[config.mk]
export PLATFORM = sky130hd
export DESIGN_NAME = lsod_top
export DESIGN_NICKNAME = d
export VERILOG_FILES = /design/src/hw/lsod_pkg.sv /design/src/hw/lsod_top.sv
export VERILOG_INCLUDE_DIRS = /design/src /design/src/hw
export SDC_FILE = /design/constraint.sdc
export NUM_CORES = 1
export LEC_CHECK = 0
export ABC_CLOCK_PERIOD_IN_PS = 8100
export BUFFER_PORTS_ARGS = -buffer_cell sky130_fd_sc_hd__buf_2
export CELL_PAD_IN_SITES_DETAIL_PLACEMENT = 0
export CELL_PAD_IN_SITES_GLOBAL_PLACEMENT = 1
export CORE_MARGIN = 5
export CORE_UTILIZATION = 41
export DETAILED_ROUTE_END_ITERATION = 8
export PLACE_DENSITY = 0.82
export SLEW_MARGIN = 10
export SYNTH_ARGS = -nofsm -noshare
export SYNTH_HDL_FRONTEND = slang
export SYNTH_SLANG_ARGS = --single-unit
[constraint.sdc]
create_clock -name aclk -period 8.1 [get_ports aclk]
set_clock_uncertainty 0.2 [all_clocks]
set_input_delay 1.62 -clock aclk [delete_from_list [all_inputs] [get_ports aclk]]
set_output_delay 1.62 -clock aclk [all_outputs]
set_load 0.005 [all_outputs]
[src/hw/lsod_defs.svh]
// constants of the led scan timing and open detect block
// assumes a 32-bit axi4-lite register port and byte addresses
`ifndef LSOD_DEFS_SVH
`define LSOD_DEFS_SVH
// ***********************
// register byte offsets
// ***********************
`define LSOD_OFF_GAIN    8'h00
`define LSOD_OFF_CLKCFG  8'h04
`define LSOD_OFF_SCANCFG 8'h08
`define LSOD_OFF_THRESH  8'h0c
`define LSOD_OFF_STATUS  8'h10
`define LSOD_OFF_MASK    8'h14
`define LSOD_OFF_STATE   8'h18
`define LSOD_OFF_OPEN_LO 8'h1c
`define LSOD_OFF_OPEN_HI 8'h20
`define LSOD_OFF_LINEREC 8'h24
// ***********************
// reset values and fields
// ***********************
`define LSOD_GAIN_RST    24'h7f7f7f
`define LSOD_CLK_RST     7'h00
`define LSOD_SCAN_RST    9'h000
`define LSOD_THR_RST     12'h000
`define LSOD_EVT_OTP     0
`define LSOD_EVT_REF     1
`define LSOD_EVT_OPEN    2
`define LSOD_EVT_SEG     3
`define LSOD_RB_BIT      4
// ***********************
// transition counts and bus answers
// ***********************
`define LSOD_SW_BASE     9'd45
`define LSOD_SW_STEP     9'd30
`define LSOD_RESP_OKAY   2'b00
`define LSOD_RESP_SLVERR 2'b10
`endif

[src/hw/lsod_pkg.sv]
// types of the led scan timing and open detect block
// assumes lsod_defs.svh for all numeric constants
package lsod_pkg;
  typedef struct packed {
    logic [7:0] blue_group_gain_code;
    logic [7:0] green_group_gain_code;
    logic [7:0] red_group_gain_code;
  } lsod_gain_s;
  typedef struct packed {
    logic       halving_bypass_bit;
    logic [3:0] multiplier_factor_field;
    logic [1:0] multiplier_mode_field;
  } lsod_clk_s;
  typedef struct packed {
    logic [3:0] blue_open_threshold;
    logic [3:0] green_open_threshold;
    logic [3:0] red_open_threshold;
  } lsod_thr_s;
  typedef struct packed {
    logic [3:0] last_line;
    logic       fault_readback_enable;
    logic [3:0] line_switch_time_code;
  } lsod_scan_s;
  typedef enum logic [2:0] {SEQ_PWM, SEQ_T0, SEQ_T1, SEQ_T2, SEQ_T3} lsod_seq_e;
endpackage

[src/hw/lsod_top.sv]
// scan line transition sequencer, gain and clock setup, protection and open detect
// assumes grayscale_clock_tick is a one-cycle grayscale clock enable and all inputs are synchronous
//
// Local design decisions: the register offsets and the AXI4-Lite interface to the registers.
`timescale 1ns/1ns
`include "lsod_defs.svh"

// Contract
// RULE1: three 8-bit gain codes, one per 16-channel colour group, scale the group in 256 steps.
// RULE2: each group current is the maximum set current times code plus one over 256.
// RULE3: the grayscale clock comes from the serial clock via multiplier mode and factor fields.
// RULE4: the halving bypass bit is 0 up to 80 MHz and 1 above it.
// RULE5: between segments four ordered intervals run: pwm end, pre-discharge, line off, line on.
// RULE6: a 4-bit line switch time code sets the total of the four intervals.
// RULE7: code 0 gives 45 grayscale clocks, code 1 gives 60, each step adds 30 up to 480.
// RULE8: while over-temperature cutoff is active every channel output is off.
// RULE9: while the reference resistor pin is low all channels are off, with hysteresis.
// RULE10: a channel open bit is 1 when its voltage exceeds its group threshold, else 0.
// RULE11: open comparator results count only while that channel output is on.
// RULE12: at segment end the open bits latch into a 48-bit word and the line is recorded.
// RULE13: software enables fault readback before it reads open fault information.
// RULE14: software waits one sub-period between the second and third read steps.
// RULE15: either protection alone forces all channels off; both must clear to restore.
module lsod_top
(
  input  wire logic        aclk,
  input  wire logic        aresetn,
  input  wire logic [7:0]  s_axi_awaddr,
  input  wire logic        s_axi_awvalid,
  output logic             s_axi_awready,
  input  wire logic [31:0] s_axi_wdata,
  input  wire logic [3:0]  s_axi_wstrb,
  input  wire logic        s_axi_wvalid,
  output logic             s_axi_wready,
  output logic [1:0]       s_axi_bresp,
  output logic             s_axi_bvalid,
  input  wire logic        s_axi_bready,
  input  wire logic [7:0]  s_axi_araddr,
  input  wire logic        s_axi_arvalid,
  output logic             s_axi_arready,
  output logic [31:0]      s_axi_rdata,
  output logic [1:0]       s_axi_rresp,
  output logic             s_axi_rvalid,
  input  wire logic        s_axi_rready,
  input  wire logic        grayscale_clock_tick,
  input  wire logic        pwm_done,
  input  wire logic [47:0] pwm_active,
  input  wire logic [47:0] open_compare,
  input  wire logic        over_temp_enter,
  input  wire logic        over_temp_exit,
  input  wire logic        ref_short_enter,
  input  wire logic        ref_short_exit,
  output logic [47:0]      channel_output,
  output logic [8:0]       red_scale,
  output logic [8:0]       green_scale,
  output logic [8:0]       blue_scale,
  output lsod_pkg::lsod_clk_s clk_setup,
  output lsod_pkg::lsod_thr_s open_thresholds,
  output logic [3:0]       scan_line,
  output logic             line_on,
  output logic             pre_discharge,
  output logic             segment_start,
  output logic             irq
);
  // ***********************
  // functions
  // ***********************
  function automatic logic [8:0] sw_total(input logic [3:0] code);
    if (code == 4'h0)
      sw_total = `LSOD_SW_BASE; // RULE7
    else
      sw_total = 9'(({5'h00, code} + 9'h001) * `LSOD_SW_STEP); // RULE7
  endfunction
  function automatic logic [8:0] scale_of(input logic [7:0] code);
    scale_of = {1'b0, code} + 9'h001; // RULE2
  endfunction
  function automatic logic [31:0] be_merge(input logic [31:0] old,
                                           input logic [31:0] dat,
                                           input logic [3:0]  be);
    be_merge = old;
    for (int i = 0; i < 4; i++)
      if (be[i])
        be_merge[i*8 +: 8] = dat[i*8 +: 8];
  endfunction
  // ***********************
  // state
  // ***********************
  lsod_pkg::lsod_gain_s gain_r;
  lsod_pkg::lsod_clk_s  clk_r;
  lsod_pkg::lsod_scan_s scan_r;
  lsod_pkg::lsod_thr_s  thr_r;
  lsod_pkg::lsod_seq_e  seq_r;
  lsod_pkg::lsod_seq_e  seq_nxt;
  logic [3:0]  status_r;
  logic [3:0]  mask_r;
  logic        otp_r;
  logic        refs_r;
  logic [47:0] open_acc_r;
  logic [47:0] open_word_r;
  logic [15:0] line_rec_r;
  logic [8:0]  cnt_r;
  logic [3:0]  line_r;
  logic        aw_full_r;
  logic        w_full_r;
  logic [7:0]  awaddr_r;
  logic [31:0] wdata_r;
  logic [3:0]  wstrb_r;
  // ***********************
  // sequencer decode
  // ***********************
  wire [8:0] tsw       = sw_total(scan_r.line_switch_time_code); // RULE6
  wire [8:0] quarter   = {2'b00, tsw[8:2]};
  wire [8:0] last_part = 9'(tsw - quarter - quarter - quarter);
  wire [8:0] bound     = (seq_r == lsod_pkg::SEQ_T3) ? last_part : quarter;
  wire       int_done  = grayscale_clock_tick && (cnt_r == 9'(bound - 9'h001));
  wire       seg_end   = (seq_r == lsod_pkg::SEQ_PWM) && pwm_done;
  wire       prot      = otp_r || refs_r; // RULE15
  wire [3:0] line_next = (line_r == scan_r.last_line) ? 4'h0 : 4'(line_r + 4'h1);
  wire [47:0] open_hit = open_compare & channel_output; // RULE11
  wire       ch_off    = prot || (seq_nxt != lsod_pkg::SEQ_PWM); // RULE8 RULE9 RULE15
  always_comb
  begin
    seq_nxt = seq_r;
    unique case (seq_r)
      lsod_pkg::SEQ_PWM: if (seg_end) seq_nxt = lsod_pkg::SEQ_T0; // RULE5
      lsod_pkg::SEQ_T0:  if (int_done) seq_nxt = lsod_pkg::SEQ_T1; // RULE5
      lsod_pkg::SEQ_T1:  if (int_done) seq_nxt = lsod_pkg::SEQ_T2; // RULE5
      lsod_pkg::SEQ_T2:  if (int_done) seq_nxt = lsod_pkg::SEQ_T3; // RULE5
      lsod_pkg::SEQ_T3:  if (int_done) seq_nxt = lsod_pkg::SEQ_PWM; // RULE5
    endcase
  end
  // ***********************
  // bus decode
  // ***********************
  wire        do_write = aw_full_r && w_full_r && !s_axi_bvalid;
  wire        wr_gain  = do_write && (awaddr_r == `LSOD_OFF_GAIN);
  wire        wr_clk   = do_write && (awaddr_r == `LSOD_OFF_CLKCFG);
  wire        wr_scan  = do_write && (awaddr_r == `LSOD_OFF_SCANCFG);
  wire        wr_thr   = do_write && (awaddr_r == `LSOD_OFF_THRESH);
  wire        wr_mask  = do_write && (awaddr_r == `LSOD_OFF_MASK);
  wire        wr_ok    = wr_gain || wr_clk || wr_scan || wr_thr || wr_mask ||
                         (awaddr_r == `LSOD_OFF_STATUS) || (awaddr_r == `LSOD_OFF_STATE) ||
                         (awaddr_r == `LSOD_OFF_OPEN_LO) || (awaddr_r == `LSOD_OFF_OPEN_HI) ||
                         (awaddr_r == `LSOD_OFF_LINEREC);
  wire        do_read  = s_axi_arvalid && !s_axi_rvalid;
  wire        rd_stat  = do_read && (s_axi_araddr == `LSOD_OFF_STATUS);
  wire        rb_en    = scan_r.fault_readback_enable; // RULE13
  wire [31:0] wmerge   = be_merge(32'h0000_0000, wdata_r, wstrb_r);
  wire [31:0] gain_w   = be_merge({8'h00, gain_r}, wdata_r, wstrb_r);
  wire [31:0] clk_w    = be_merge({25'h0, clk_r}, wdata_r, wstrb_r);
  wire [31:0] scan_w   = be_merge({20'h0, scan_r.last_line, 3'h0,
                                   scan_r.fault_readback_enable,
                                   scan_r.line_switch_time_code}, wdata_r, wstrb_r);
  wire [31:0] thr_w    = be_merge({20'h0, thr_r}, wdata_r, wstrb_r);
  wire [3:0]  events   = {seg_end, seg_end && (open_acc_r != 48'h0),
                          ref_short_enter && !refs_r, over_temp_enter && !otp_r};
  logic [31:0] rmux;
  logic        rhit;
  always_comb
  begin
    rhit = 1'b1;
    unique case (s_axi_araddr)
      `LSOD_OFF_GAIN:    rmux = {8'h00, gain_r};
      `LSOD_OFF_CLKCFG:  rmux = {25'h0, clk_r};
      `LSOD_OFF_SCANCFG: rmux = {20'h0, scan_r.last_line, 3'h0,
                                 scan_r.fault_readback_enable, scan_r.line_switch_time_code};
      `LSOD_OFF_THRESH:  rmux = {20'h0, thr_r};
      `LSOD_OFF_STATUS:  rmux = {28'h0, status_r};
      `LSOD_OFF_MASK:    rmux = {28'h0, mask_r};
      `LSOD_OFF_STATE:   rmux = {20'h0, line_r, 3'h0, seq_r, refs_r, otp_r};
      `LSOD_OFF_OPEN_LO: rmux = rb_en ? open_word_r[31:0] : 32'h0; // RULE13
      `LSOD_OFF_OPEN_HI: rmux = rb_en ? {16'h0, open_word_r[47:32]} : 32'h0; // RULE13
      `LSOD_OFF_LINEREC: rmux = rb_en ? {16'h0, line_rec_r} : 32'h0; // RULE13
      default:
      begin
        rmux = 32'h0;
        rhit = 1'b0;
      end
    endcase
  end
  // ***********************
  // axi4-lite slave
  // ***********************
  always_ff @(posedge aclk)
  begin
    if (!aresetn)
    begin
      aw_full_r     <= 1'b0;
      w_full_r      <= 1'b0;
      awaddr_r      <= 8'h00;
      wdata_r       <= 32'h0;
      wstrb_r       <= 4'h0;
      s_axi_awready <= 1'b0;
      s_axi_wready  <= 1'b0;
      s_axi_bvalid  <= 1'b0;
      s_axi_bresp   <= `LSOD_RESP_OKAY;
      s_axi_arready <= 1'b0;
      s_axi_rvalid  <= 1'b0;
      s_axi_rdata   <= 32'h0;
      s_axi_rresp   <= `LSOD_RESP_OKAY;
    end
    else
    begin
      s_axi_awready <= !aw_full_r && !s_axi_awready && s_axi_awvalid;
      s_axi_wready  <= !w_full_r && !s_axi_wready && s_axi_wvalid;
      if (s_axi_awvalid && s_axi_awready)
      begin
        aw_full_r <= 1'b1;
        awaddr_r  <= {s_axi_awaddr[7:2], 2'b00};
      end
      if (s_axi_wvalid && s_axi_wready)
      begin
        w_full_r <= 1'b1;
        wdata_r  <= s_axi_wdata;
        wstrb_r  <= s_axi_wstrb;
      end
      if (do_write)
      begin
        s_axi_bvalid <= 1'b1;
        s_axi_bresp  <= wr_ok ? `LSOD_RESP_OKAY : `LSOD_RESP_SLVERR;
        aw_full_r    <= 1'b0;
        w_full_r     <= 1'b0;
      end
      else if (s_axi_bvalid && s_axi_bready)
        s_axi_bvalid <= 1'b0;
      s_axi_arready <= do_read;
      if (do_read)
      begin
        s_axi_rvalid <= 1'b1;
        s_axi_rdata  <= rmux;
        s_axi_rresp  <= rhit ? `LSOD_RESP_OKAY : `LSOD_RESP_SLVERR;
      end
      else if (s_axi_rvalid && s_axi_rready)
        s_axi_rvalid <= 1'b0;
    end
  end
  // ***********************
  // configuration registers
  // ***********************
  always_ff @(posedge aclk)
  begin
    if (!aresetn)
    begin
      gain_r <= `LSOD_GAIN_RST;
      clk_r  <= `LSOD_CLK_RST;
      scan_r <= `LSOD_SCAN_RST;
      thr_r  <= `LSOD_THR_RST;
      mask_r <= 4'h0;
    end
    else
    begin
      if (wr_gain)
        gain_r <= gain_w[23:0]; // RULE1
      if (wr_clk)
        clk_r <= clk_w[6:0]; // RULE3 RULE4
      if (wr_scan)
        scan_r <= {scan_w[11:8], scan_w[4:0]}; // RULE6
      if (wr_thr)
        thr_r <= thr_w[11:0]; // RULE10
      if (wr_mask)
        mask_r <= wmerge[3:0];
    end
  end
  // ***********************
  // status, protection and interrupt
  // ***********************
  always_ff @(posedge aclk)
  begin
    if (!aresetn)
    begin
      status_r <= 4'h0;
      otp_r    <= 1'b0;
      refs_r   <= 1'b0;
      irq      <= 1'b0;
    end
    else
    begin
      status_r <= (rd_stat ? 4'h0 : status_r) | events;
      if (over_temp_enter)
        otp_r <= 1'b1; // RULE8
      else if (over_temp_exit)
        otp_r <= 1'b0; // RULE8
      if (ref_short_enter)
        refs_r <= 1'b1; // RULE9
      else if (ref_short_exit)
        refs_r <= 1'b0; // RULE9
      irq <= |(((rd_stat ? 4'h0 : status_r) | events) & mask_r);
    end
  end
  // ***********************
  // line transition sequencer
  // ***********************
  always_ff @(posedge aclk)
  begin
    if (!aresetn)
    begin
      seq_r         <= lsod_pkg::SEQ_PWM;
      cnt_r         <= 9'h000;
      line_r        <= 4'h0;
      line_on       <= 1'b1;
      pre_discharge <= 1'b0;
      segment_start <= 1'b0;
      scan_line     <= 4'h0;
    end
    else
    begin
      seq_r         <= seq_nxt;
      segment_start <= (seq_r == lsod_pkg::SEQ_T3) && int_done; // RULE5
      if (seq_nxt != seq_r)
        cnt_r <= 9'h000;
      else if (grayscale_clock_tick && (seq_r != lsod_pkg::SEQ_PWM))
        cnt_r <= 9'(cnt_r + 9'h001); // RULE6
      if ((seq_r == lsod_pkg::SEQ_T0) && int_done)
        pre_discharge <= 1'b1; // RULE5
      if ((seq_r == lsod_pkg::SEQ_T1) && int_done)
        line_on <= 1'b0; // RULE5
      if ((seq_r == lsod_pkg::SEQ_T2) && int_done)
      begin
        line_r        <= line_next; // RULE5
        scan_line     <= line_next; // RULE5
        line_on       <= 1'b1;
        pre_discharge <= 1'b0;
      end
    end
  end
  // ***********************
  // channels, open detect, gain and clock outputs
  // ***********************
  always_ff @(posedge aclk)
  begin
    if (!aresetn)
    begin
      channel_output <= 48'h0;
      open_acc_r     <= 48'h0;
      open_word_r    <= 48'h0;
      line_rec_r     <= 16'h0;
    end
    else
    begin
      channel_output <= ch_off ? 48'h0 : pwm_active; // RULE8 RULE9 RULE15
      if (seg_end)
      begin
        open_word_r <= open_acc_r | open_hit; // RULE12 RULE10
        open_acc_r  <= 48'h0;
        if ((open_acc_r | open_hit) != 48'h0)
          line_rec_r[line_r] <= 1'b1; // RULE12
      end
      else
        open_acc_r <= open_acc_r | open_hit; // RULE10 RULE11
    end
  end
  always_ff @(posedge aclk)
  begin
    if (!aresetn)
    begin
      red_scale       <= 9'h000;
      green_scale     <= 9'h000;
      blue_scale      <= 9'h000;
      clk_setup       <= `LSOD_CLK_RST;
      open_thresholds <= `LSOD_THR_RST;
    end
    else
    begin
      red_scale       <= scale_of(gain_r.red_group_gain_code); // RULE1 RULE2
      green_scale     <= scale_of(gain_r.green_group_gain_code); // RULE1 RULE2
      blue_scale      <= scale_of(gain_r.blue_group_gain_code); // RULE1 RULE2
      clk_setup       <= clk_r; // RULE3 RULE4
      open_thresholds <= thr_r; // RULE10
    end
  end
endmodule

Word-level counts from Yosys, hierarchy flattened:

Cells that the tools add are included.

* output and inout bits: 143
* flip-flop bits (word level): 364

* reduce and logical (&&, ||, !) cells: 75
* equality and inequality tests: 25
* $lt $le $gt $ge: 2
* add/subtract/negate cells: 10
* multiplexer cells: 28
* multiply operators: 1
* bitwise gates (word level): 6

Operators by type and width (number)
* 32-bit one-hot mux with 10 select lines: 1
* 48-bit nonzero test: 2
* 48-bit bitwise AND: 1
* 48-bit OR: 1
* 8-bit by 5-bit equality test with 1-bit output, second input constant: 4
* 16-bit 2-to-1 mux: 2
* 32-bit 2-to-1 mux: 1
* 1-bit logical AND: 28
* 8-bit by 1-bit adder with 9-bit output, second input constant: 3
* 9-bit by 7-bit subtractor with 9-bit output: 3
* 6-bit by 3-bit equality test with 1-bit output, second input constant: 4
* 9-bit 2-to-1 mux: 2
* 2-bit AND reduction: 9
* 8-bit by 4-bit equality test with 1-bit output, second input constant: 2
* 8-bit by 6-bit equality test with 1-bit output, second input constant: 2
* 8-bit logical NOT: 2
* 16-bit OR: 1
* 3-bit 2-to-1 mux: 5
* 3-bit one-hot mux with 5 select lines: 1
* 6-bit by 2-bit equality test with 1-bit output, second input constant: 2
* 6-bit by 4-bit equality test with 1-bit output, second input constant: 2
* 4-bit 2-to-1 mux: 3
* 1-bit logical OR: 11
* 1-bit 2-to-1 mux: 10
* other kinds (28): 45

Depth between registers and ports, before layout:

Gate-level depths: netlist (run 1).

* word-level depth: 15
* mapped depth: 27
* depth with buffers taken out: 24

Worst setup path after synthesis (run 1):

Ideal clock, no wire load.

* path type: reg-to-reg
* from: reg scan_r[0] (netlist name)
* to: reg channel_output[27]
* arrival: 6.382 ns
* setup slack: 1.442 ns
* required time: 7.825 ns
* period minus slack after synthesis: 6.658 ns
* cell stages (with the launch flop): 25
* cell sequence: dfxtp_1 buf_2 inv_1 ha_1 xnor2_1 ha_1 inv_1 fa_1 inv_1 fa_1 a211oi_1 nor3b_1 or3_1 fa_1 ha_1 o211ai_1 o31ai_1 nor4b_1 a2111oi_0 or3_1 a21oi_2 a41oi_4 buf_6 buf_6 nor3b_2

* cells in the longest elaborated chain, start to end: 15
* elaborated cells between the ends (all ways): 19
* classes of those cells: add/sub: 5; mul: 1; eq/ne: 1; mux: 7; reduce/logical: 5

RTL lines
* start: declaration: line lsod_top.sv:90 `lsod_pkg::lsod_scan_s scan_r;`
* start signal: assignment: line lsod_top.sv:246 `` scan_r <= `LSOD_SCAN_RST; ``
* start signal: assignment: line lsod_top.sv:257 `scan_r <= {scan_w[11:8], scan_w[4:0]};`
* 4-bit by 1-bit adder with 5-bit output: line lsod_top.sv:72 `` sw_total = 9'(({5'h00, code} + 9'h001) * `LSOD_SW_STEP); ``
* 5-bit by 4-bit multiplier with 8-bit output (no line)
* 9-bit 2-to-1 mux *: line lsod_top.sv:69 `if (code == 4'h0)`
* 9-bit by 7-bit subtractor with 9-bit output (3 in a row): line lsod_top.sv:113 `wire [8:0] last_part = 9'(tsw - quarter - quarter - quarter);`
* 9-bit 2-to-1 mux *: line lsod_top.sv:114 `wire [8:0] bound = (seq_r == lsod_pkg::SEQ_T3) ? last_part : quarter;`
* 9-bit by 1-bit subtractor with 9-bit output *: line lsod_top.sv:115 `wire int_done = grayscale_clock_tick && (cnt_r == 9'(bound - 9'h001));`
* 9-bit equality test *: line lsod_top.sv:115
* 1-bit logical AND *: line lsod_top.sv:115
* 3-bit 2-to-1 mux (on tied branches)
* 3-bit one-hot mux with 5 select lines *: line lsod_top.sv:124 `unique case (seq_r)`
* 3-bit nonzero test *: line lsod_top.sv:120 `wire ch_off = prot || (seq_nxt != lsod_pkg::SEQ_PWM);`
* 1-bit logical OR *: line lsod_top.sv:120
* 2-bit OR reduction (no line) *
* end signal: assignment: line lsod_top.sv:340 `channel_output <= ch_off ? 48'h0 : pwm_active;`
* end: declaration: line lsod_top.sv:53 `output logic [47:0] channel_output,`

Every way passes the cells marked *; elsewhere a longest branch is shown, timed or not.
A chain may end at the register's enable or synchronous reset.

Final worst setup path (run 1):

* from: reg scan_r[1] (netlist name)
* to: reg channel_output[3]

The elaborated chain is that of the path after synthesis.

==> results of run 1 <==
power by group:
group / switching [mW] / total (mW) / internal (mW) / leakage (nW)
registers: 0.0337 / 1.86 / 1.82 / 2.94
clock network: 0.755 / 1.91 / 1.15 / 0.686
logic: 0.136 / 0.219 / 0.0834 / 4.19
total: 0.924 / 3.98 / 3.06 / 7.82
synth_stat cells, drive strengths merged, types with 20 or more instances:
cell type  number  share of area (%)
a211oi         54                2.7
a21oi         132                4.4
a222oi         21                1.4
a22oi          38                1.9
and2           34                1.4
buf            22               0.86
clkbuf         80                2.0
dfxtp         362                 48
ha             33                2.7
inv            35               0.87
mux2i          35                2.3
nand2         169                4.2
nand2b         23               0.96
nand3          54                1.8
nand4          21               0.87
nor2          216                5.4
nor3           27               0.90
nor3b          54                3.5
o21a           20                1.0
o21ai          29               0.97
xnor2          22                1.3
worst register-to-register path, cell delays in order (launching register included):
cell       delay [ns]
dfxtp_1          0.47
inv_1            0.14
ha_1             0.40
xnor2_1          0.18
ha_1             0.31
inv_1            0.06
fa_1             0.52
inv_1            0.07
fa_1             0.46
a211oi_1         0.30
nor3b_1          0.13
or3_1            0.50
fa_1             0.48
ha_1             0.37
o211ai_1         0.14
o31ai_1          0.56
nor4b_1          0.28
a2111oi_0        0.13
or3_1            0.42
a21oi_2          0.14
buf_4            0.19
a41oi_4          0.12
buf_4            0.34
nor3b_1          0.36
layout make-up:
| class | count | area (sq um) | area share, % |
|---|---|---|---|
| flip-flops and latches | 362 | 7247 | 39.91 |
| multi-input cells | 1157 | 7238 | 39.86 |
| repair buffers | 303 | 1549 | 8.530 |
| clock buffers | 51 | 1082 | 5.960 |
| well taps | 468 | 585.6 | 3.224 |
| clock inverters | 20 | 324.1 | 1.784 |
| inverters | 35 | 133.9 | 0.7372 |
placed cells by master, fill, tap and decap left out, drive strengths merged, types with 9 or more instances in the layout:
cell type / synthesis / final
xnor2: 22 / 22
a22o: 9 / 9
a31oi: 9 / 9
a221oi: 13 / 13
nand3: 54 / 54
a22oi: 38 / 38
nor2: 216 / 216
dfxtp: 362 / 362
inv: 35 / 36
xor2: 19 / 19
and3: 14 / 14
a211oi: 54 / 54
nand4: 21 / 21
and2: 34 / 34
nor3: 27 / 27
nor3b: 54 / 54
fa: 9 / 9
nand2b: 23 / 23
or3: 11 / 11
buf: 22 / 303
a21oi: 132 / 132
a222oi: 21 / 21
nor4: 16 / 16
o21ai: 29 / 29
clkinv: 0 / 12
mux2i: 35 / 35
ha: 33 / 33
clkbuf: 80 / 51
nand2: 169 / 169
o21a: 20 / 20
sequential cells by signal, summed over array words and instances, names as in the netlist, 6 cells and up:
name and count:
open_thresholds 12, scan_r 8, awaddr_r 6, line_rec_r 16
clk_setup 7, blue_scale 9, open_word_r 48, red_scale 9
wdata_r 24, open_acc_r 48, thr_r 12, cnt_r 9
gain_r 24, channel_output 48, clk_r 7, s_axi_rdata 32
green_scale 9
kinds of logic after synthesis:
family          count (synthesis)  share of synthesized area, %
flops                         362                         48.21
mux                            35                         2.331
fa+ha+maj                      42                         3.945
xor+xnor                       44                         2.838
simple gates                  666                         22.12
buf+inv                       137                         3.729
other cells                     1                       0.02495
compound gates                368                         16.80
routing by layer:
| metal | track usage (%) | vias to the layer above |
|---|---|---|
| li1 | - | 6367 |
| met3 | 6.317 | 92 |
| met2 | 36.02 | 475 |
| met4 | 5.884 | 4 |
| met5 | 0 | - |
| met1 | 27.94 | 6319 |
through the flow:
| stage | power (mW) | hold WS, ns |
|---|---|---|
| after floorplan | 2.012 | 0.2204 |
| after global placement | 2.111 | 0.2342 |
| after detailed placement | 2.115 | 0.2473 |
| after CTS | 4.017 | 0.2573 |
| after global routing | 4.116 | 0.2693 |
| final | 3.984 | 0.2493 |
final timing paths:
kind / start / to / slack, ns / depth (start not counted)
hold / removal: aw_full_r$_SDFFE_PP0P_ / s_axi_awready$_SDFF_PN0_ / 0.25 / 1
hold reg to reg: aw_full_r$_SDFFE_PP0P_ / s_axi_awready$_SDFF_PN0_ / 0.25 / 1
setup / recovery: scan_r[1]$_SDFFE_PN0P_ / channel_output[3]$_SDFF_PP0_ / 0.76 / 23
setup reg to reg: scan_r[1]$_SDFFE_PN0P_ / channel_output[3]$_SDFF_PP0_ / 0.76 / 23
==> out/metrics.csv, run 1 <==
stage,metric,value,unit
floorplanning,rows,70,
detailed_routing,ant_nets,0,
clocking,clk_latency,0.55,ns
detailed_routing,routed_wirelength,46.55,mm
floorplanning,dieArea,40590,sq um
sta,min_period_over_period,90.65,%
worst_setup_path,critical_path_class,flop to flop,
sta,slew_headroom,19.34,%
detailed_routing,wl_per_cell,19.43,um
sta,fmax,136.2,MHz
global_route,grt_overflow,0,
placed_design,portBuffers,290,
floorplanning,core_area,36430,sq um
clocking,clkSlewWorstSetupHoldPaths,0.06,ns
clocking,htree_num_levels,2,
worst_setup_path,crit_path_cell_trace,"inv_1, ha_1, xnor2_1, ha_1, inv_1, fa_1, inv_1, fa_1, a211oi_1, nor3b_1, or3_1, fa_1, ha_1, o211ai_1, o31ai_1, nor4b_1, a2111oi_0, or3_1, a21oi_2, buf_4, a41oi_4, buf_4, nor3b_1",
clocking,cts_max_path_buffers,3,
global_route,grt_first_pass_wirelength,71.68,mm
sta,fin_crit,7.342,ns
worst_setup_path,critPathCaptureType,flop,
synth,yosysUniqueCellTypes,70,
detailed_routing,wl_met2,21.90,mm
worst_setup_path,cpPeakStageDelay,0.56,ns
floorplanning,initial_utilization,41.26,%
clocking,cts-resized-gates,0,
sta,tightest_slew,1.210,ns
detailed_routing,vias,13257,
final_layout,antennaDiodeCount,0,
placed_design,dpl_cell_area,16750,sq um
placed_design,hpwl,34.54,mm
worst_setup_path,crit_buf_inv,5,
sta,layout_setup_ws,0.7576,ns
detailed_routing,m1WireLength,19.64,mm
sta,rsz0062_at_grt,no,
floorplanning,ios,304,
global_route,track_usage,21.76,%
detailed_routing,first_pass_iters,8,
clocking,cts_sinks,362,
worst_setup_path,critPathSlowestCell,o31ai_1,
hold_path,hold_path.class,flop to flop,
final_layout,area_delta_synth_final,20.81,%
synth,syn_area_per_cell,9.083,sq um
clocking,cts_inserted_buffers,40,
placed_design,place_ws,0.7519,ns
final_layout,fin_util,49.84,%
global_route,grt_pass1_vias,12891,
synth,ys_seq_area_share,48.21,%
run,max_cap_violations,0,
power_and_ir_drop,leakage,7.818,nW
sta,finalHoldViolations,0,
synth,syn_area,15030,sq um
sta,drv_slew,0,
clocking,cts_tree,yes,
global_route,antenna_found_initial,2,
worst_setup_path,path_max_fanout,48,
detailed_routing,vias_per_cell,5.533,
worst_setup_path,cp-start-kind,flop,
detailed_routing,wl_met3,3.814,mm
final_layout,drive_gt1_share,21.06,%
floorplanning,die_x,201.5,um
run_status,status,"finished, final reports clean",
final_layout,finalNonFillerCells,2396,
sta,fin_tns_setup,0,ns
power_and_ir_drop,irDropWorstVdd,0.0001838,V
synth,synth_cells,1655,
placed_design,place.gp.congestion,0.9122,
worst_setup_path,crit_family,adder cells,
final_layout,fin_area,18160,sq um
sta,setup-violations-final,0,
clocking,cts_setup_buffers,0,
synth,ys_ff_latch,362,
clocking,cts_hold_buf,0,
detailed_routing,routed.top_layer,met5,
synth,synth-edff-count,0,
global_route,grt_start_max_net_pins,97,
detailed_routing,remaining_drc_errors,0,
floorplanning,die_h,201.5,um
synth,yosys_warnings,0,
placed_design,post-place-cells,2325,
synth,synth_ff_type,dfxtp_1,
synth,async_flop_share,0,%
final_layout,fill_cells,3484,
worst_setup_path,worst_ep_required_time,8.36,ns
clocking,cts_root_buffer,clkbuf_16,
power_and_ir_drop,power_per_cell_area,219.4,nW/um^2
detailed_routing,drt_iter0_drc,927,
worst_setup_path,arrival,7.60,ns
final_layout,nets,2102,
No activity file was read; power rests on OpenSTA's default activity.
==> run 2: changes to the inputs <==
- ABC_CLOCK_PERIOD_IN_PS: 8100 -> 9100
- CORE_UTILIZATION: 41 -> 45
- PLACE_DENSITY: 0.82 -> 0.89
- SKIP_LAST_GASP: default -> 1
- SLEW_MARGIN: 10 -> default
- clock period: 8.1 -> 9.1 ns (I/O delays scaled with it)
==> out/metrics.csv, run 2 (same netlist as run 1, synthesis figures left out) <==
stage,metric,value,unit
detailed_routing,drt_iter0_drc,1084,
final_layout,area_delta_synth_final,19.59,%
clocking,cts_sinks,362,
detailed_routing,wl_met3,4.256,mm
clocking,cts_setup_buffers,0,
final_layout,drive_gt1_share,20.70,%
sta,fin_crit,7.808,ns
worst_setup_path,arrival,8.07,ns
floorplanning,die_x,192.8,um
worst_setup_path,cp-start-kind,flop,
detailed_routing,first_pass_iters,5,
detailed_routing,remaining_drc_errors,0,
final_layout,nets,2097,
floorplanning,dieArea,37160,sq um
sta,fin_tns_setup,0,ns
detailed_routing,wl_per_cell,19.09,um
detailed_routing,vias,13172,
clocking,clk_latency,0.56,ns
final_layout,antennaDiodeCount,0,
worst_setup_path,cpPeakStageDelay,0.62,ns
power_and_ir_drop,irDropWorstVdd,0.0001435,V
clocking,clkSlewWorstSetupHoldPaths,0.06,ns
detailed_routing,wl_met2,21.17,mm
worst_setup_path,worst_ep_required_time,9.36,ns
clocking,cts_inserted_buffers,38,
sta,min_period_over_period,85.80,%
global_route,antenna_found_initial,2,
sta,rsz0062_at_grt,no,
worst_setup_path,critical_path_class,flop to flop,
final_layout,fin_util,54.01,%
global_route,grt_pass1_vias,12724,
placed_design,portBuffers,290,
final_layout,final_common_cell,dfxtp_1,
run_status,status,"finished, final reports clean",
worst_setup_path,critPathCaptureType,flop,
sta,drv_slew,0,
hold_path,hold_path.class,flop to flop,
floorplanning,core_area,33280,sq um
global_route,grt_overflow,0,
sta,hold-worst-slack,0.2501,ns
clocking,cts-resized-gates,0,
final_layout,final_cell_mix,"dfxtp_1, buf_2, nor2_1",
worst_setup_path,critPathSlowestCell,o31ai_1,
detailed_routing,routed.top_layer,met5,
clocking,cts_root_buffer,clkbuf_16,
global_route,track_usage,23.55,%
clocking,cts_hold_buf,0,
worst_setup_path,crit_path_cell_trace,"inv_1, ha_1, xnor2_1, ha_1, inv_1, fa_1, inv_1, fa_1, a211oi_1, nor3b_1, or3_1, fa_1, ha_1, o211ai_1, o31ai_1, nor4b_1, a2111oi_0, or3_1, a21oi_2, a41oi_4, buf_4, nor3b_1",
global_route,grt_first_pass_wirelength,69.28,mm
sta,fmax,128.1,MHz
final_layout,reg_top3,"channel_output x48, open_acc_r x48, open_word_r x48",
clocking,cts_max_path_buffers,3,
detailed_routing,m1WireLength,18.43,mm
sta,setup-violations-final,0,
placed_design,place.gp.congestion,0.9070,
power_and_ir_drop,power_per_cell_area,189.2,nW/um^2
clocking,htree_num_levels,2,
floorplanning,ios,304,
worst_setup_path,path_max_fanout,48,
global_route,grt_start_max_net_pins,98,
sta,slew_headroom,18.03,%
floorplanning,die_h,192.8,um
detailed_routing,routed_wirelength,45.27,mm
detailed_routing,vias_per_cell,5.555,
power_and_ir_drop,leakage,7.732,nW
sta,tightest_slew,1.230,ns
clocking,cts_tree,yes,
floorplanning,rows,67,
floorplanning,initial_utilization,45.17,%
placed_design,hpwl,33.44,mm
detailed_routing,ant_nets,0,
sta,finalHoldViolations,0,
run,max_cap_violations,0,
run 2: cell types whose count changed in the layout (fill, tap and decap cells not counted), moves of 2 or more:
cell / before / now
clkbuf_16: 40 / 38
bufinv_16: 6 / 2
clkinv_2: 8 / 5
buf_4: 13 / 10
clkbuf_8: 4 / 8
clkbuf_1: 7 / 10
run 2: per-stage QoR:
step	power (mW)	cell area, sq um	setup WS (ns)	cells
5_1_grt	3.519	17980	0.5718	2371
3_5_place_dp	1.881	16710	1.303	2302
3_3_place_gp	1.877	16710	1.506	2302
4_1_cts	3.426	17980	1.317	2371
2_1_floorplan	1.791	15040	2.442	1656
6_report	3.400	17980	1.292	2371
run 2: layout make-up:
| class | instances | area, sq um |
|---|---|---|
| clock buffers | 56 | 1099 |
| clock inverters | 13 | 171.4 |
| fillers | 3105 | 15300 |
| inverters | 35 | 133.9 |
| multi-input cells | 1157 | 7238 |
| flip-flops and latches | 362 | 7247 |
| well taps | 448 | 560.5 |
| repair buffers | 300 | 1526 |
run 2: metal layers:
metal  vias up  track usage, %
li1       6350               -
met1      6226           29.79
met2       504           38.65
met3        88           6.856
met4         4           7.789
met5         -               0
run 2: power breakdown:
group / internal [mW] / total, mW / switching [mW]
Combinational: 0.0743 / 0.195 / 0.121
Clock: 0.905 / 1.55 / 0.648
Sequential: 1.62 / 1.65 / 0.0291
run 2: path summary, 6_finish.rpt:
kind,slack [ns],to,cells past startpoint,startpoint
max,1.29,channel_output[6]$_SDFF_PP0_,22,scan_r[0]$_SDFFE_PN0P_
min,0.25,s_axi_awready$_SDFF_PN0_,1,aw_full_r$_SDFFE_PP0P_
max reg2reg,1.29,channel_output[6]$_SDFF_PP0_,22,scan_r[0]$_SDFFE_PN0P_
min reg2reg,0.25,s_axi_awready$_SDFF_PN0_,1,aw_full_r$_SDFFE_PP0P_
run 2: critical path: cells and delay by family (launching register included):
family	cells	cell delay, ns
adder cells (fa/ha/maj)	6	2.59
AO/OA/AOI/OAI	6	1.82
AND/OR/NAND/NOR	5	1.66
buffers and inverters	4	0.67
flip-flops	1	0.55
XOR/XNOR	1	0.19
==> run 3: changes to the inputs <==
- CELL_PAD_IN_SITES_DETAIL_PLACEMENT: 0 -> 1
- CELL_PAD_IN_SITES_GLOBAL_PLACEMENT: 1 -> 2
- CORE_UTILIZATION: 45 -> 36
- PLACE_DENSITY: 0.89 -> 0.88
==> out/metrics.csv, run 3 (same netlist as run 1, synthesis figures left out) <==
stage,metric,value,unit
worst_setup_path,arrival,8.37,ns
clocking,htree_num_levels,2,
detailed_routing,vias,13358,
global_route,grt_start_max_net_pins,97,
final_layout,reg_top3,"channel_output x48, open_acc_r x48, open_word_r x48",
detailed_routing,ant_nets,0,
final_layout,antennaDiodeCount,0,
clocking,cts_sinks,362,
sta,finalHoldViolations,0,
global_route,grt_first_pass_wirelength,79.10,mm
final_layout,area_delta_synth_final,20.33,%
floorplanning,core_area,41110,sq um
placed_design,portBuffers,290,
clocking,cts_root_buffer,clkbuf_16,
final_layout,nets,2102,
placed_design,place.gp.congestion,0.8334,
sta,fmax,123.6,MHz
hold_path,hold_path.class,flop to flop,
global_route,grt_pass1_vias,14034,
detailed_routing,wl_per_cell,20.80,um
sta,fin_tns_setup,0,ns
sta,setup-violations-final,0,
sta,rsz0062_at_grt,no,
global_route,grt_overflow,0,
power_and_ir_drop,power_per_cell_area,188.5,nW/um^2
final_layout,final_cell_mix,"dfxtp_1, buf_2, nor2_1",
detailed_routing,remaining_drc_errors,0,
sta,min_period_over_period,88.93,%
clocking,cts_tree,yes,
worst_setup_path,path_max_fanout,48,
clocking,cts_inserted_buffers,40,
final_layout,drive_gt1_share,20.80,%
placed_design,post-place-cells,2389,
clocking,cts_hold_buf,0,
placed_design,place_ws,1.018,ns
sta,layout_setup_ws,1.007,ns
power_and_ir_drop,irDropWorstVdd,0.0001800,V
floorplanning,initial_utilization,36.57,%
detailed_routing,routed_wirelength,51.16,mm
floorplanning,die_h,214.3,um
floorplanning,die_x,214.3,um
clocking,cts-resized-gates,0,
power_and_ir_drop,leakage,7.750,nW
clocking,cts_setup_buffers,0,
clocking,clk_latency,0.57,ns
clocking,clkSlewWorstSetupHoldPaths,0.06,ns
worst_setup_path,cp-start-kind,flop,
run,max_cap_violations,0,
run_status,status,"finished, final reports clean",
detailed_routing,drt_iter0_drc,736,
final_layout,final_common_cell,dfxtp_1,
detailed_routing,vias_per_cell,5.430,
worst_setup_path,critical_path_class,flop to flop,
final_layout,finalNonFillerCells,2460,
floorplanning,dieArea,45940,sq um
floorplanning,rows,74,
worst_setup_path,critPathCaptureType,flop,
detailed_routing,first_pass_iters,8,
placed_design,hpwl,38.57,mm
worst_setup_path,worst_ep_required_time,9.38,ns
floorplanning,ios,304,
sta,drv_slew,0,
sta,slew_headroom,30.80,%
clocking,cts_max_path_buffers,3,
global_route,antenna_found_initial,5,
global_route,track_usage,21.27,%
sta,tightest_slew,1.035,ns
sta,fin_crit,8.093,ns
## run 3: cell count changes in the layout (fill, tap and decap cells not counted), moves of 2 or more
cell | before | now
clkbuf_8 | 8 | 6
buf_4 | 10 | 13
clkbuf_1 | 10 | 13
clkinv_2 | 5 | 7
clkinvlp_4 | 2 | 0
clkbuf_16 | 38 | 40
## run 3: final cells by class
class,count,area [sq um]
fillers,4895,23020
flip-flops and latches,362,7247
multi-input cells,1157,7241
repair buffers,303,1549
clock buffers,59,1132
well taps,532,665.6
inverters,35,133.9
clock inverters,12,118.9
## run 3: power by group
part / internal (mW) / switching [mW]
Sequential: 1.62 / 0.0301
Combinational: 0.0751 / 0.125
Clock: 0.897 / 0.659
## run 3: worst paths after layout
kind | startpoint | end | slack [ns] | cells past startpoint
worst max register to register | scan_r[0]$_SDFFE_PN0P_ | channel_output[0]$_SDFF_PP0_ | 1.01 | 22
worst min register to register | aw_full_r$_SDFFE_PP0P_ | s_axi_awready$_SDFF_PN0_ | 0.25 | 1
worst min-delay path | aw_full_r$_SDFFE_PP0P_ | s_axi_awready$_SDFF_PN0_ | 0.25 | 1
worst max-delay path | scan_r[0]$_SDFFE_PN0P_ | channel_output[0]$_SDFF_PP0_ | 1.01 | 22
## run 3: layer usage
metal  wire (um)  vias up  track usage (%)
li1            -     6355                -
met1       21500     6507            25.97
met2       24140      390            35.91
met3        3915       96            6.720
met4        1534       10            6.721
met5          65        -                0
## run 3: worst max-delay path: stages (launching register included)
cell       delay, ns
dfxtp_1         0.59
inv_1           0.20
ha_1            0.44
xnor2_1         0.18
ha_1            0.32
inv_1           0.06
fa_1            0.54
inv_1           0.07
fa_1            0.46
a211oi_1        0.32
nor3b_1         0.13
or3_1           0.51
fa_1            0.48
ha_1            0.41
o211ai_1        0.16
o31ai_1         0.67
a21oi_1         0.09
a2111oi_0       0.54
o21ai_0         0.29
a21oi_2         0.49
a41oi_4         0.16
buf_4           0.35
nor3b_1         0.29
## run 3: through the flow
| step | utilization, % | hold slack [ns] | cell area, sq um | power, mW |
|---|---|---|---|---|
| finish | 44.00 | 0.2502 | 18090 | 3.410 |
| global route | 44.00 | 0.2776 | 18090 | 3.544 |
| CTS | 44.00 | 0.2525 | 18090 | 3.455 |
| detailed placement | 40.95 | 0.2433 | 16840 | 1.889 |
| global placement | 40.95 | 0.2379 | 16840 | 1.883 |
| floorplan | - | 0.2204 | 15040 | 1.791 |
